===== src/hw/irb_pkg.sv =====
package irb_pkg;

  // register offsets, byte addresses on the register bus
  localparam int ADDR_W = 8;
  localparam logic [ADDR_W-1:0] OFS_EVT_CLEAR = 8'hA4;
  localparam logic [ADDR_W-1:0] OFS_MASK_SET = 8'hA8;
  localparam logic [ADDR_W-1:0] OFS_MASK_CLEAR = 8'hAC;
  localparam logic [ADDR_W-1:0] OFS_INIT_BW = 8'hB0;
  localparam logic [ADDR_W-1:0] OFS_INIT_CHAN_HI = 8'hB4;
  localparam logic [ADDR_W-1:0] OFS_INIT_CHAN_LO = 8'hB8;

  // field layouts
  localparam int CTX_N = 4;
  localparam int BW_W = 13;
  localparam int CHAN_W = 32;
  localparam int DATA_W = 32;
  localparam int RESET_SRC_N = 3;
  localparam int SRC_GLOBAL = 0;
  localparam int SRC_HOST = 1;
  localparam int SRC_BUS = 2;

  // reset values
  localparam logic [CTX_N-1:0] RST_MASK = 4'h0;
  localparam logic [BW_W-1:0] RST_INIT_BW = 13'h1333;
  localparam logic [CHAN_W-1:0] RST_INIT_CHAN = 32'hFFFFFFFF;

  // values handed to the bus management registers
  typedef struct packed {
    logic load;
    logic [BW_W-1:0] bandwidth;
    logic [CHAN_W-1:0] chanHi;
    logic [CHAN_W-1:0] chanLo;
  } irb_csr_load_s;

endpackage


===== src/hw/irb_pin_sync.sv =====
`timescale 1ns/1ps
module irb_pin_sync #(
  parameter int WIDTH = 3
) (
  // clock and reset
  input wire logic clk,
  input wire logic rstn,
  // asynchronous pins
  input wire logic [WIDTH-1:0] pinIn,
  // filtered level and its rising edge
  output logic [WIDTH-1:0] level,
  output logic [WIDTH-1:0] rise
);

  logic [WIDTH-1:0] stage1;
  logic [WIDTH-1:0] stage2;
  logic [WIDTH-1:0] stage3;
  logic [WIDTH-1:0] next_level;

  // three flops; a change counts once stages two and three agree
  always_ff @(posedge clk or negedge rstn) begin
    if (!rstn) begin
      stage1 <= '0;
      stage2 <= '0;
      stage3 <= '0;
    end else begin
      stage1 <= pinIn;
      stage2 <= stage1;
      stage3 <= stage2;
    end
  end

  assign next_level = (stage2 & stage3) | (level & (stage2 | stage3));

  always_ff @(posedge clk or negedge rstn) begin
    if (!rstn) begin
      level <= '0;
      rise <= '0;
    end else begin
      level <= next_level;
      rise <= next_level & ~level;
    end
  end

endmodule


===== src/hw/irb_regs.sv =====
// Summary of operation
// RULE1 - four mask bits, each enabling the matching receive event into the summary
// RULE2 - reads at mask set or clear address return mask, no side effect
// RULE3 - ones written at set address set bits, at clear address clear them
// RULE4 - read of event clear address returns events ANDed with mask
// RULE5 - 13-bit bandwidth field, resets to 1333h, untouched by 1394 bus reset
// RULE6 - bandwidth register bits 31 to 13 always read zero
// RULE7 - global, host-bus or bus reset copies bandwidth field to its CSR
// RULE8 - channels upper register 32-bit, resets all ones, kept over bus reset
// RULE9 - global, host-bus or bus reset copies channels upper value to CSR
// RULE10 - channels lower register 32-bit, resets all ones, kept over bus reset
// RULE11 - global, host-bus or bus reset copies channels lower value to CSR
// RULE12 - mask bits 31 to 4 read zero; low mask bits need software setup
//
// Decided for this implementation: the APB register port.
`timescale 1ns/1ps
module irb_regs (
  // clock and reset
  input wire logic clk,
  input wire logic rstn,
  // apb slave
  input wire logic psel,
  input wire logic penable,
  input wire logic pwrite,
  input wire logic [irb_pkg::ADDR_W-1:0] paddr,
  input wire logic [irb_pkg::DATA_W-1:0] pwdata,
  output logic [irb_pkg::DATA_W-1:0] prdata,
  output logic pready,
  output logic pslverr,
  // receive events from the event register
  input wire logic [irb_pkg::CTX_N-1:0] receiveContextEventBit,
  // reset pins, active high
  input wire logic globalResetInput,
  input wire logic hostBusResetInput,
  input wire logic busResetInput,
  // results
  output logic isoReceiveSummaryIrq,
  output logic [irb_pkg::CTX_N-1:0] rxIrqMask,
  output irb_pkg::irb_csr_load_s csrLoad
);
  import irb_pkg::*;

  logic [BW_W-1:0] initialBandwidthField;
  logic [CHAN_W-1:0] initialChannelsUpperField;
  logic [CHAN_W-1:0] initialChannelsLowerField;
  logic [RESET_SRC_N-1:0] resetLevel;
  logic [RESET_SRC_N-1:0] resetRise;
  logic startupLoad;
  logic setupPhase;
  logic accessDone;
  logic regWrite;
  logic copyTrigger;
  logic [DATA_W-1:0] readData;
  logic [CTX_N-1:0] maskedEvents;

  function automatic logic isMapped(input logic [ADDR_W-1:0] a);
    isMapped = (a == OFS_EVT_CLEAR) || (a == OFS_MASK_SET) || (a == OFS_MASK_CLEAR) ||
               (a == OFS_INIT_BW) || (a == OFS_INIT_CHAN_HI) || (a == OFS_INIT_CHAN_LO);
  endfunction

  function automatic logic hit(input logic [ADDR_W-1:0] a, input logic [ADDR_W-1:0] ofs);
    hit = (a == ofs);
  endfunction

  irb_pin_sync #(
    .WIDTH(RESET_SRC_N)
  ) u_reset_sync (
    .clk(clk),
    .rstn(rstn),
    .pinIn({busResetInput, hostBusResetInput, globalResetInput}),
    .level(resetLevel),
    .rise(resetRise)
  );

  assign setupPhase = psel & ~penable;
  assign accessDone = psel & penable & pready;
  assign regWrite = accessDone & pwrite & ~pslverr;
  // RULE7 copy on any reset source
  assign copyTrigger = startupLoad | (|resetRise);
  // RULE4 masked event view
  assign maskedEvents = receiveContextEventBit & rxIrqMask;

  always_comb begin
    readData = '0;
    if (hit(paddr, OFS_EVT_CLEAR)) begin
      readData[CTX_N-1:0] = maskedEvents;
    end else if (hit(paddr, OFS_MASK_SET) || hit(paddr, OFS_MASK_CLEAR)) begin
      // RULE2 both addresses read the mask
      readData[CTX_N-1:0] = rxIrqMask;
    end else if (hit(paddr, OFS_INIT_BW)) begin
      // RULE6 upper bits stay zero
      readData[BW_W-1:0] = initialBandwidthField;
    end else if (hit(paddr, OFS_INIT_CHAN_HI)) begin
      readData = initialChannelsUpperField;
    end else if (hit(paddr, OFS_INIT_CHAN_LO)) begin
      readData = initialChannelsLowerField;
    end
  end

  // bus answer, one access cycle after setup
  always_ff @(posedge clk or negedge rstn) begin
    if (!rstn) begin
      pready <= 1'b0;
      pslverr <= 1'b0;
      prdata <= '0;
    end else begin
      pready <= setupPhase;
      pslverr <= setupPhase & ~isMapped(paddr);
      if (setupPhase) begin
        prdata <= pwrite ? '0 : readData;
      end
    end
  end

  // RULE12 four-bit mask only
  always_ff @(posedge clk or negedge rstn) begin
    if (!rstn) begin
      rxIrqMask <= RST_MASK;
    end else if (regWrite && hit(paddr, OFS_MASK_SET)) begin
      // RULE3 write one to set
      rxIrqMask <= rxIrqMask | pwdata[CTX_N-1:0];
    end else if (regWrite && hit(paddr, OFS_MASK_CLEAR)) begin
      // RULE3 write one to clear
      rxIrqMask <= rxIrqMask & ~pwdata[CTX_N-1:0];
    end
  end

  // RULE1 summary gated per context
  always_ff @(posedge clk or negedge rstn) begin
    if (!rstn) begin
      isoReceiveSummaryIrq <= 1'b0;
    end else begin
      isoReceiveSummaryIrq <= |maskedEvents;
    end
  end

  // RULE5 bandwidth field, system or software reset only
  always_ff @(posedge clk or negedge rstn) begin
    if (!rstn) begin
      initialBandwidthField <= RST_INIT_BW;
    end else if (resetRise[SRC_GLOBAL]) begin
      initialBandwidthField <= RST_INIT_BW;
    end else if (regWrite && hit(paddr, OFS_INIT_BW)) begin
      initialBandwidthField <= pwdata[BW_W-1:0];
    end
  end

  // RULE8 channels upper, kept over bus reset
  always_ff @(posedge clk or negedge rstn) begin
    if (!rstn) begin
      initialChannelsUpperField <= RST_INIT_CHAN;
    end else if (resetRise[SRC_GLOBAL]) begin
      initialChannelsUpperField <= RST_INIT_CHAN;
    end else if (regWrite && hit(paddr, OFS_INIT_CHAN_HI)) begin
      initialChannelsUpperField <= pwdata;
    end
  end

  // RULE10 channels lower, kept over bus reset
  always_ff @(posedge clk or negedge rstn) begin
    if (!rstn) begin
      initialChannelsLowerField <= RST_INIT_CHAN;
    end else if (resetRise[SRC_GLOBAL]) begin
      initialChannelsLowerField <= RST_INIT_CHAN;
    end else if (regWrite && hit(paddr, OFS_INIT_CHAN_LO)) begin
      initialChannelsLowerField <= pwdata;
    end
  end

  // one load after the system reset releases
  always_ff @(posedge clk or negedge rstn) begin
    if (!rstn) begin
      startupLoad <= 1'b1;
    end else begin
      startupLoad <= 1'b0;
    end
  end

  // RULE9 RULE11 copy to bus management registers
  always_ff @(posedge clk or negedge rstn) begin
    if (!rstn) begin
      csrLoad <= '0;
    end else begin
      csrLoad.load <= copyTrigger;
      if (copyTrigger && resetRise[SRC_GLOBAL]) begin
        csrLoad.bandwidth <= RST_INIT_BW;
        csrLoad.chanHi <= RST_INIT_CHAN;
        csrLoad.chanLo <= RST_INIT_CHAN;
      end else if (copyTrigger) begin
        csrLoad.bandwidth <= initialBandwidthField;
        csrLoad.chanHi <= initialChannelsUpperField;
        csrLoad.chanLo <= initialChannelsLowerField;
      end
    end
  end

  chk_summary_gate: assert property ( // RULE1
    @(posedge clk) disable iff (!rstn)
    1'b1 |=> isoReceiveSummaryIrq == |($past(receiveContextEventBit) & $past(rxIrqMask)))
    else $error("summary interrupt does not follow masked events");

  chk_read_no_effect: assert property ( // RULE2
    @(posedge clk) disable iff (!rstn)
    accessDone && !pwrite |=> rxIrqMask == $past(rxIrqMask))
    else $error("mask changed on a read");

  chk_mask_set: assert property ( // RULE3
    @(posedge clk) disable iff (!rstn)
    regWrite && hit(paddr, OFS_MASK_SET) |=>
      rxIrqMask == ($past(rxIrqMask) | $past(pwdata[CTX_N-1:0])))
    else $error("mask set write wrong");

  chk_mask_clear: assert property ( // RULE3
    @(posedge clk) disable iff (!rstn)
    regWrite && hit(paddr, OFS_MASK_CLEAR) |=>
      rxIrqMask == ($past(rxIrqMask) & ~$past(pwdata[CTX_N-1:0])))
    else $error("mask clear write wrong");

  chk_event_read: assert property ( // RULE4
    @(posedge clk) disable iff (!rstn)
    setupPhase && !pwrite && hit(paddr, OFS_EVT_CLEAR) |=>
      pready && prdata == {28'h0000000, $past(maskedEvents)})
    else $error("masked event read wrong");

  chk_bw_default: assert property ( // RULE5
    @(posedge clk) disable iff (!rstn)
    resetRise[SRC_GLOBAL] |=> initialBandwidthField == RST_INIT_BW)
    else $error("bandwidth field not reset by global reset");

  chk_bw_upper_zero: assert property ( // RULE6
    @(posedge clk) disable iff (!rstn)
    setupPhase && !pwrite && hit(paddr, OFS_INIT_BW) |=> prdata[DATA_W-1:BW_W] == '0)
    else $error("bandwidth upper bits not zero");

  chk_bw_copy: assert property ( // RULE7
    @(posedge clk) disable iff (!rstn)
    resetRise[SRC_BUS] && !resetRise[SRC_GLOBAL] |=>
      csrLoad.load && csrLoad.bandwidth == $past(initialBandwidthField))
    else $error("bandwidth not copied on bus reset");

  chk_hi_kept: assert property ( // RULE8
    @(posedge clk) disable iff (!rstn)
    resetRise[SRC_BUS] && !resetRise[SRC_GLOBAL] && !regWrite |=>
      $stable(initialChannelsUpperField))
    else $error("channels upper changed by bus reset");

  chk_hi_copy: assert property ( // RULE9
    @(posedge clk) disable iff (!rstn)
    resetRise[SRC_HOST] && !resetRise[SRC_GLOBAL] |=>
      csrLoad.load && csrLoad.chanHi == $past(initialChannelsUpperField))
    else $error("channels upper not copied on host-bus reset");

  chk_lo_kept: assert property ( // RULE10
    @(posedge clk) disable iff (!rstn)
    resetRise[SRC_BUS] && !resetRise[SRC_GLOBAL] && !regWrite |=>
      $stable(initialChannelsLowerField))
    else $error("channels lower changed by bus reset");

  chk_lo_copy: assert property ( // RULE11
    @(posedge clk) disable iff (!rstn)
    resetRise[SRC_GLOBAL] |=> csrLoad.load && csrLoad.chanLo == RST_INIT_CHAN)
    else $error("channels lower not copied on global reset");

  chk_mask_upper_zero: assert property ( // RULE12
    @(posedge clk) disable iff (!rstn)
    setupPhase && !pwrite && hit(paddr, OFS_MASK_SET) |=>
      prdata[DATA_W-1:CTX_N] == '0 && prdata[CTX_N-1:0] == $past(rxIrqMask))
    else $error("mask upper bits not zero");

endmodule


===== config.mk =====
export PLATFORM = sky130hd
export DESIGN_NAME = irb_regs
export DESIGN_NICKNAME = d
export VERILOG_FILES = /design/src/hw/irb_pkg.sv /design/src/hw/irb_pin_sync.sv /design/src/hw/irb_regs.sv
export SDC_FILE = /design/constraint.sdc
export NUM_CORES = 1
export LEC_CHECK = 0
export ABC_AREA = 1
export BUFFER_PORTS_ARGS = -buffer_cell sky130_fd_sc_hd__clkbuf_2
export CAP_MARGIN = 25
export CORE_ASPECT_RATIO = 1.4
export CORE_MARGIN = 2
export CORE_UTILIZATION = 50
export DETAILED_ROUTE_END_ITERATION = 10
export PLACE_DENSITY = 0.73
export SYNTH_ARGS = -nofsm -noshare
export SYNTH_HDL_FRONTEND = slang
export SYNTH_SLANG_ARGS = --single-unit

===== constraint.sdc =====
create_clock -name clk -period 1.86 [get_ports clk]
set_input_delay 0.372 -clock clk [delete_from_list [all_inputs] [get_ports clk]]
set_output_delay 0.372 -clock clk [all_outputs]
set_load 0.03 [all_outputs]

==> impl_metrics.env <==
export IMPL_cp_num_buf_inv=1
export IMPL_grt_max_degree=93
export IMPL_power_density_nw_per_um2=1210
export IMPL_antenna_found_initial=0
export IMPL_worst_r2r_cell_count=5
export IMPL_synth_area_leaders="dfrtp_1, dfstp_2, nand2_1"
export IMPL_first_global_vias=6932
export IMPL_diodes=0
export IMPL_period_needed_ns=1.66
export IMPL_clkTransAtPathRegs_ns=0.06
export IMPL_cts_buffers=20
export IMPL_tritoncts="built"
export IMPL_whs_endpoint="isoReceiveSummaryIrq"
export IMPL_finalCritPeriodShare=0.890
export IMPL_final_nets=1188
export IMPL_coreArea_um2=17300
export IMPL_slew_viol_final=0
export IMPL_cts_resized_gates=0
export IMPL_insertion_delay_ns=0.48
export IMPL_cp_start_kind="flop"
export IMPL_grt_usage=0.233
export IMPL_dp_hpwl_mm=14.8
export IMPL_grt_pass1_wl_mm=34.7
export IMPL_die_h_um=160
export IMPL_drcViolationCount=0
export IMPL_ir_drop_mv=0.678
export IMPL_htree_levels=1
export IMPL_dr_pass1_iters=4
export IMPL_drtIter0Drc=399
export IMPL_rows=57
export IMPL_mostFrequentLayoutCells="nand2_1, nor2_1, clkbuf_2, dfrtp_1, inv_1"
export IMPL_final_hold_viol_count=0
export IMPL_cap_violations=0
export IMPL_final_cells=1386
export IMPL_power_leakage_nw=5.30
export IMPL_vias_per_cell=5.11
export IMPL_synth_area_um2=8740
export IMPL_tns_ns=0
export IMPL_final_antenna_net_count=0
export IMPL_overflow=0
export IMPL_hp_class="input port to flop"
export IMPL_die_w_um=116
export IMPL_synth_cells=971
export IMPL_tightest_slew_ns=0.782
export IMPL_yosysWarnings=0
export IMPL_numPortBuffers=168
export IMPL_final_common_cell="nand2_1"
export IMPL_r2r_end="csrLoad[51]"
export IMPL_cts_root_buffer="clkbuf_16"
export IMPL_path_max_fanout=63
export IMPL_finClkSkew_ns=0.00406
export IMPL_fmax_ghz=0.604
export IMPL_cp_data_arrival_time_ns=2.06
export IMPL_dp_cells=1346
export IMPL_hp_start="receiveContextEventBit[1]"
export IMPL_start_util=0.506
export IMPL_path_class="flop to flop"
export IMPL_rsz0062_at_grt="no"
export IMPL_rr_startpoint="u_reset_sync.rise[0]"
export IMPL_yosysTopAreaCell="dfrtp_1"
export IMPL_endpoint_kind="flop"
export IMPL_critPathTopFamily="flip-flops"
export IMPL_clock_sinks=210
export IMPL_max_slew_margin=0.477
export IMPL_hold_depth=3
export IMPL_synth_cell_types=27
export IMPL_slowest_delay_ns=0.57
export IMPL_vias=7076
export IMPL_ios=169
export IMPL_drt_wirelength_per_cell_um=15.3
export IMPL_cp_cell_sequence="nor2_1 -> nand2_4 -> buf_4 -> nor2_1 -> a31oi_1"
export IMPL_gp_congestion=0.833
export IMPL_syn2layout_area_growth_pct=22.2
export IMPL_synth_seq_cells=210
export IMPL_avgSynthCellArea_um2=9.00
export IMPL_setup_violations=0
export IMPL_rrSetupSlack_ns=0.20
export IMPL_ys_seq_area_frac=0.612
export IMPL_postRouteWirelength_mm=21.3
export IMPL_syn_nets=1023
export IMPL_crit_required_ns=2.26
export IMPL_cts_buffer_depth=3
export IMPL_critPathMostFrequentCell="nor2_1"
export IMPL_synth_top_area_share=0.395
export IMPL_die_area_um2=18600
export IMPL_status="finished, final reports clean"
export IMPL_crit_slowest_cell="dfrtp_2"
export IMPL_drive_gt1_frac=0.274
[stage by stage]
stage	util	total power, mW	hold WS (ns)	worst slack [ns]	area [um2]
floorplan	-	7.75	0.0764	0.352	8740
global placement	0.576	8.64	0.334	0.0922	9940
detailed placement	0.576	8.71	0.341	0.0337	9940
CTS	0.619	13.0	0.122	0.212	10700
global route	0.619	13.5	0.150	0.0549	10700
finish	0.619	12.9	0.131	0.205	10700
[layout make-up]
class	instances	area [um2]
Fill cell	1560	6580
Sequential cell	210	5350
Multi-Input combinational cell	607	2780
Timing Repair Buffer	199	1190
Clock buffer	29	586
Inverter	98	368
Tap cell	236	295
Clock inverter	7	113
[logic make-up (layout without fill, tap and decap cells)]
| kind of cell | after synthesis | count (layout) | share of synthesized area |
|---|---|---|---|
| simple gates | 409 | 409 | 0.187 |
| flops | 210 | 210 | 0.612 |
| compound gates | 197 | 197 | 0.129 |
| buf+inv | 154 | 333 | 0.0716 |
| other cells | 1 | 1 | 0.000429 |
[synth_stat cells (all sizes together)]
| master | count |
|---|---|
| nand2 | 193 |
| nor2 | 175 |
| dfrtp | 138 |
| inv | 98 |
| dfstp | 72 |
| o21ai | 61 |
| a21oi | 56 |
| a31oi | 51 |
| nand3 | 39 |
| buf | 35 |
| clkbuf | 21 |
| o22ai | 19 |
| o211ai | 5 |
| o221ai | 4 |
| nor3 | 2 |
| conb | 1 |
| o2111ai | 1 |
[how the worst max path moves through the flow]
| stage | start | to | cells after the start |
|---|---|---|---|
| 2_1_floorplan | pready | initialChannelsUpperField[8] | 7 |
| 3_3_place_gp | paddr[0] | prdata[25] | 9 |
| 3_5_place_dp | paddr[0] | prdata[15] | 9 |
| 4_1_cts | u_reset_sync.rise[0] | csrLoad[50] | 5 |
| 5_1_grt | u_reset_sync.rise[0] | csrLoad[50] | 5 |
| 6_report | u_reset_sync.rise[0] | csrLoad[51] | 5 |
[per-layer routing]
metal,up-vias,wire length (um),global-route usage
met5,-,0,0
met2,195,11000,0.410
met4,0,406,0.0676
met3,26,1040,0.0328
li1,3460,-,-
met1,3395,8810,0.298
[worst min-delay path: stages]
cell and delay [ns]:
clkbuf_2 0.07, nand2_1 0.06, o2111ai_1 0.07
[registers in the layout, indices dropped and copies added, names as in the netlist, 13 cells and up, named ones only]
signal	count
csrLoad	78
initialBandwidthField	13
initialChannelsLowerField	32
initialChannelsUpperField	32
prdata	32
[power by group]
group | leakage (nW) | switching, mW | internal (mW)
Combinational | 2.55 | 1.86 | 0.773
Sequential | 2.40 | 0.413 | 5.57
Clock | 0.341 | 1.66 | 2.61
Total | 5.30 | 3.94 | 8.95
[repair_timing]
item / 4_1_cts / 5_1_grt
hold buffers: 4 / 0
setup buffers: 0 / 0
hold endpoints to repair: 33 / 0
Power figures use the tool's default switching activity.
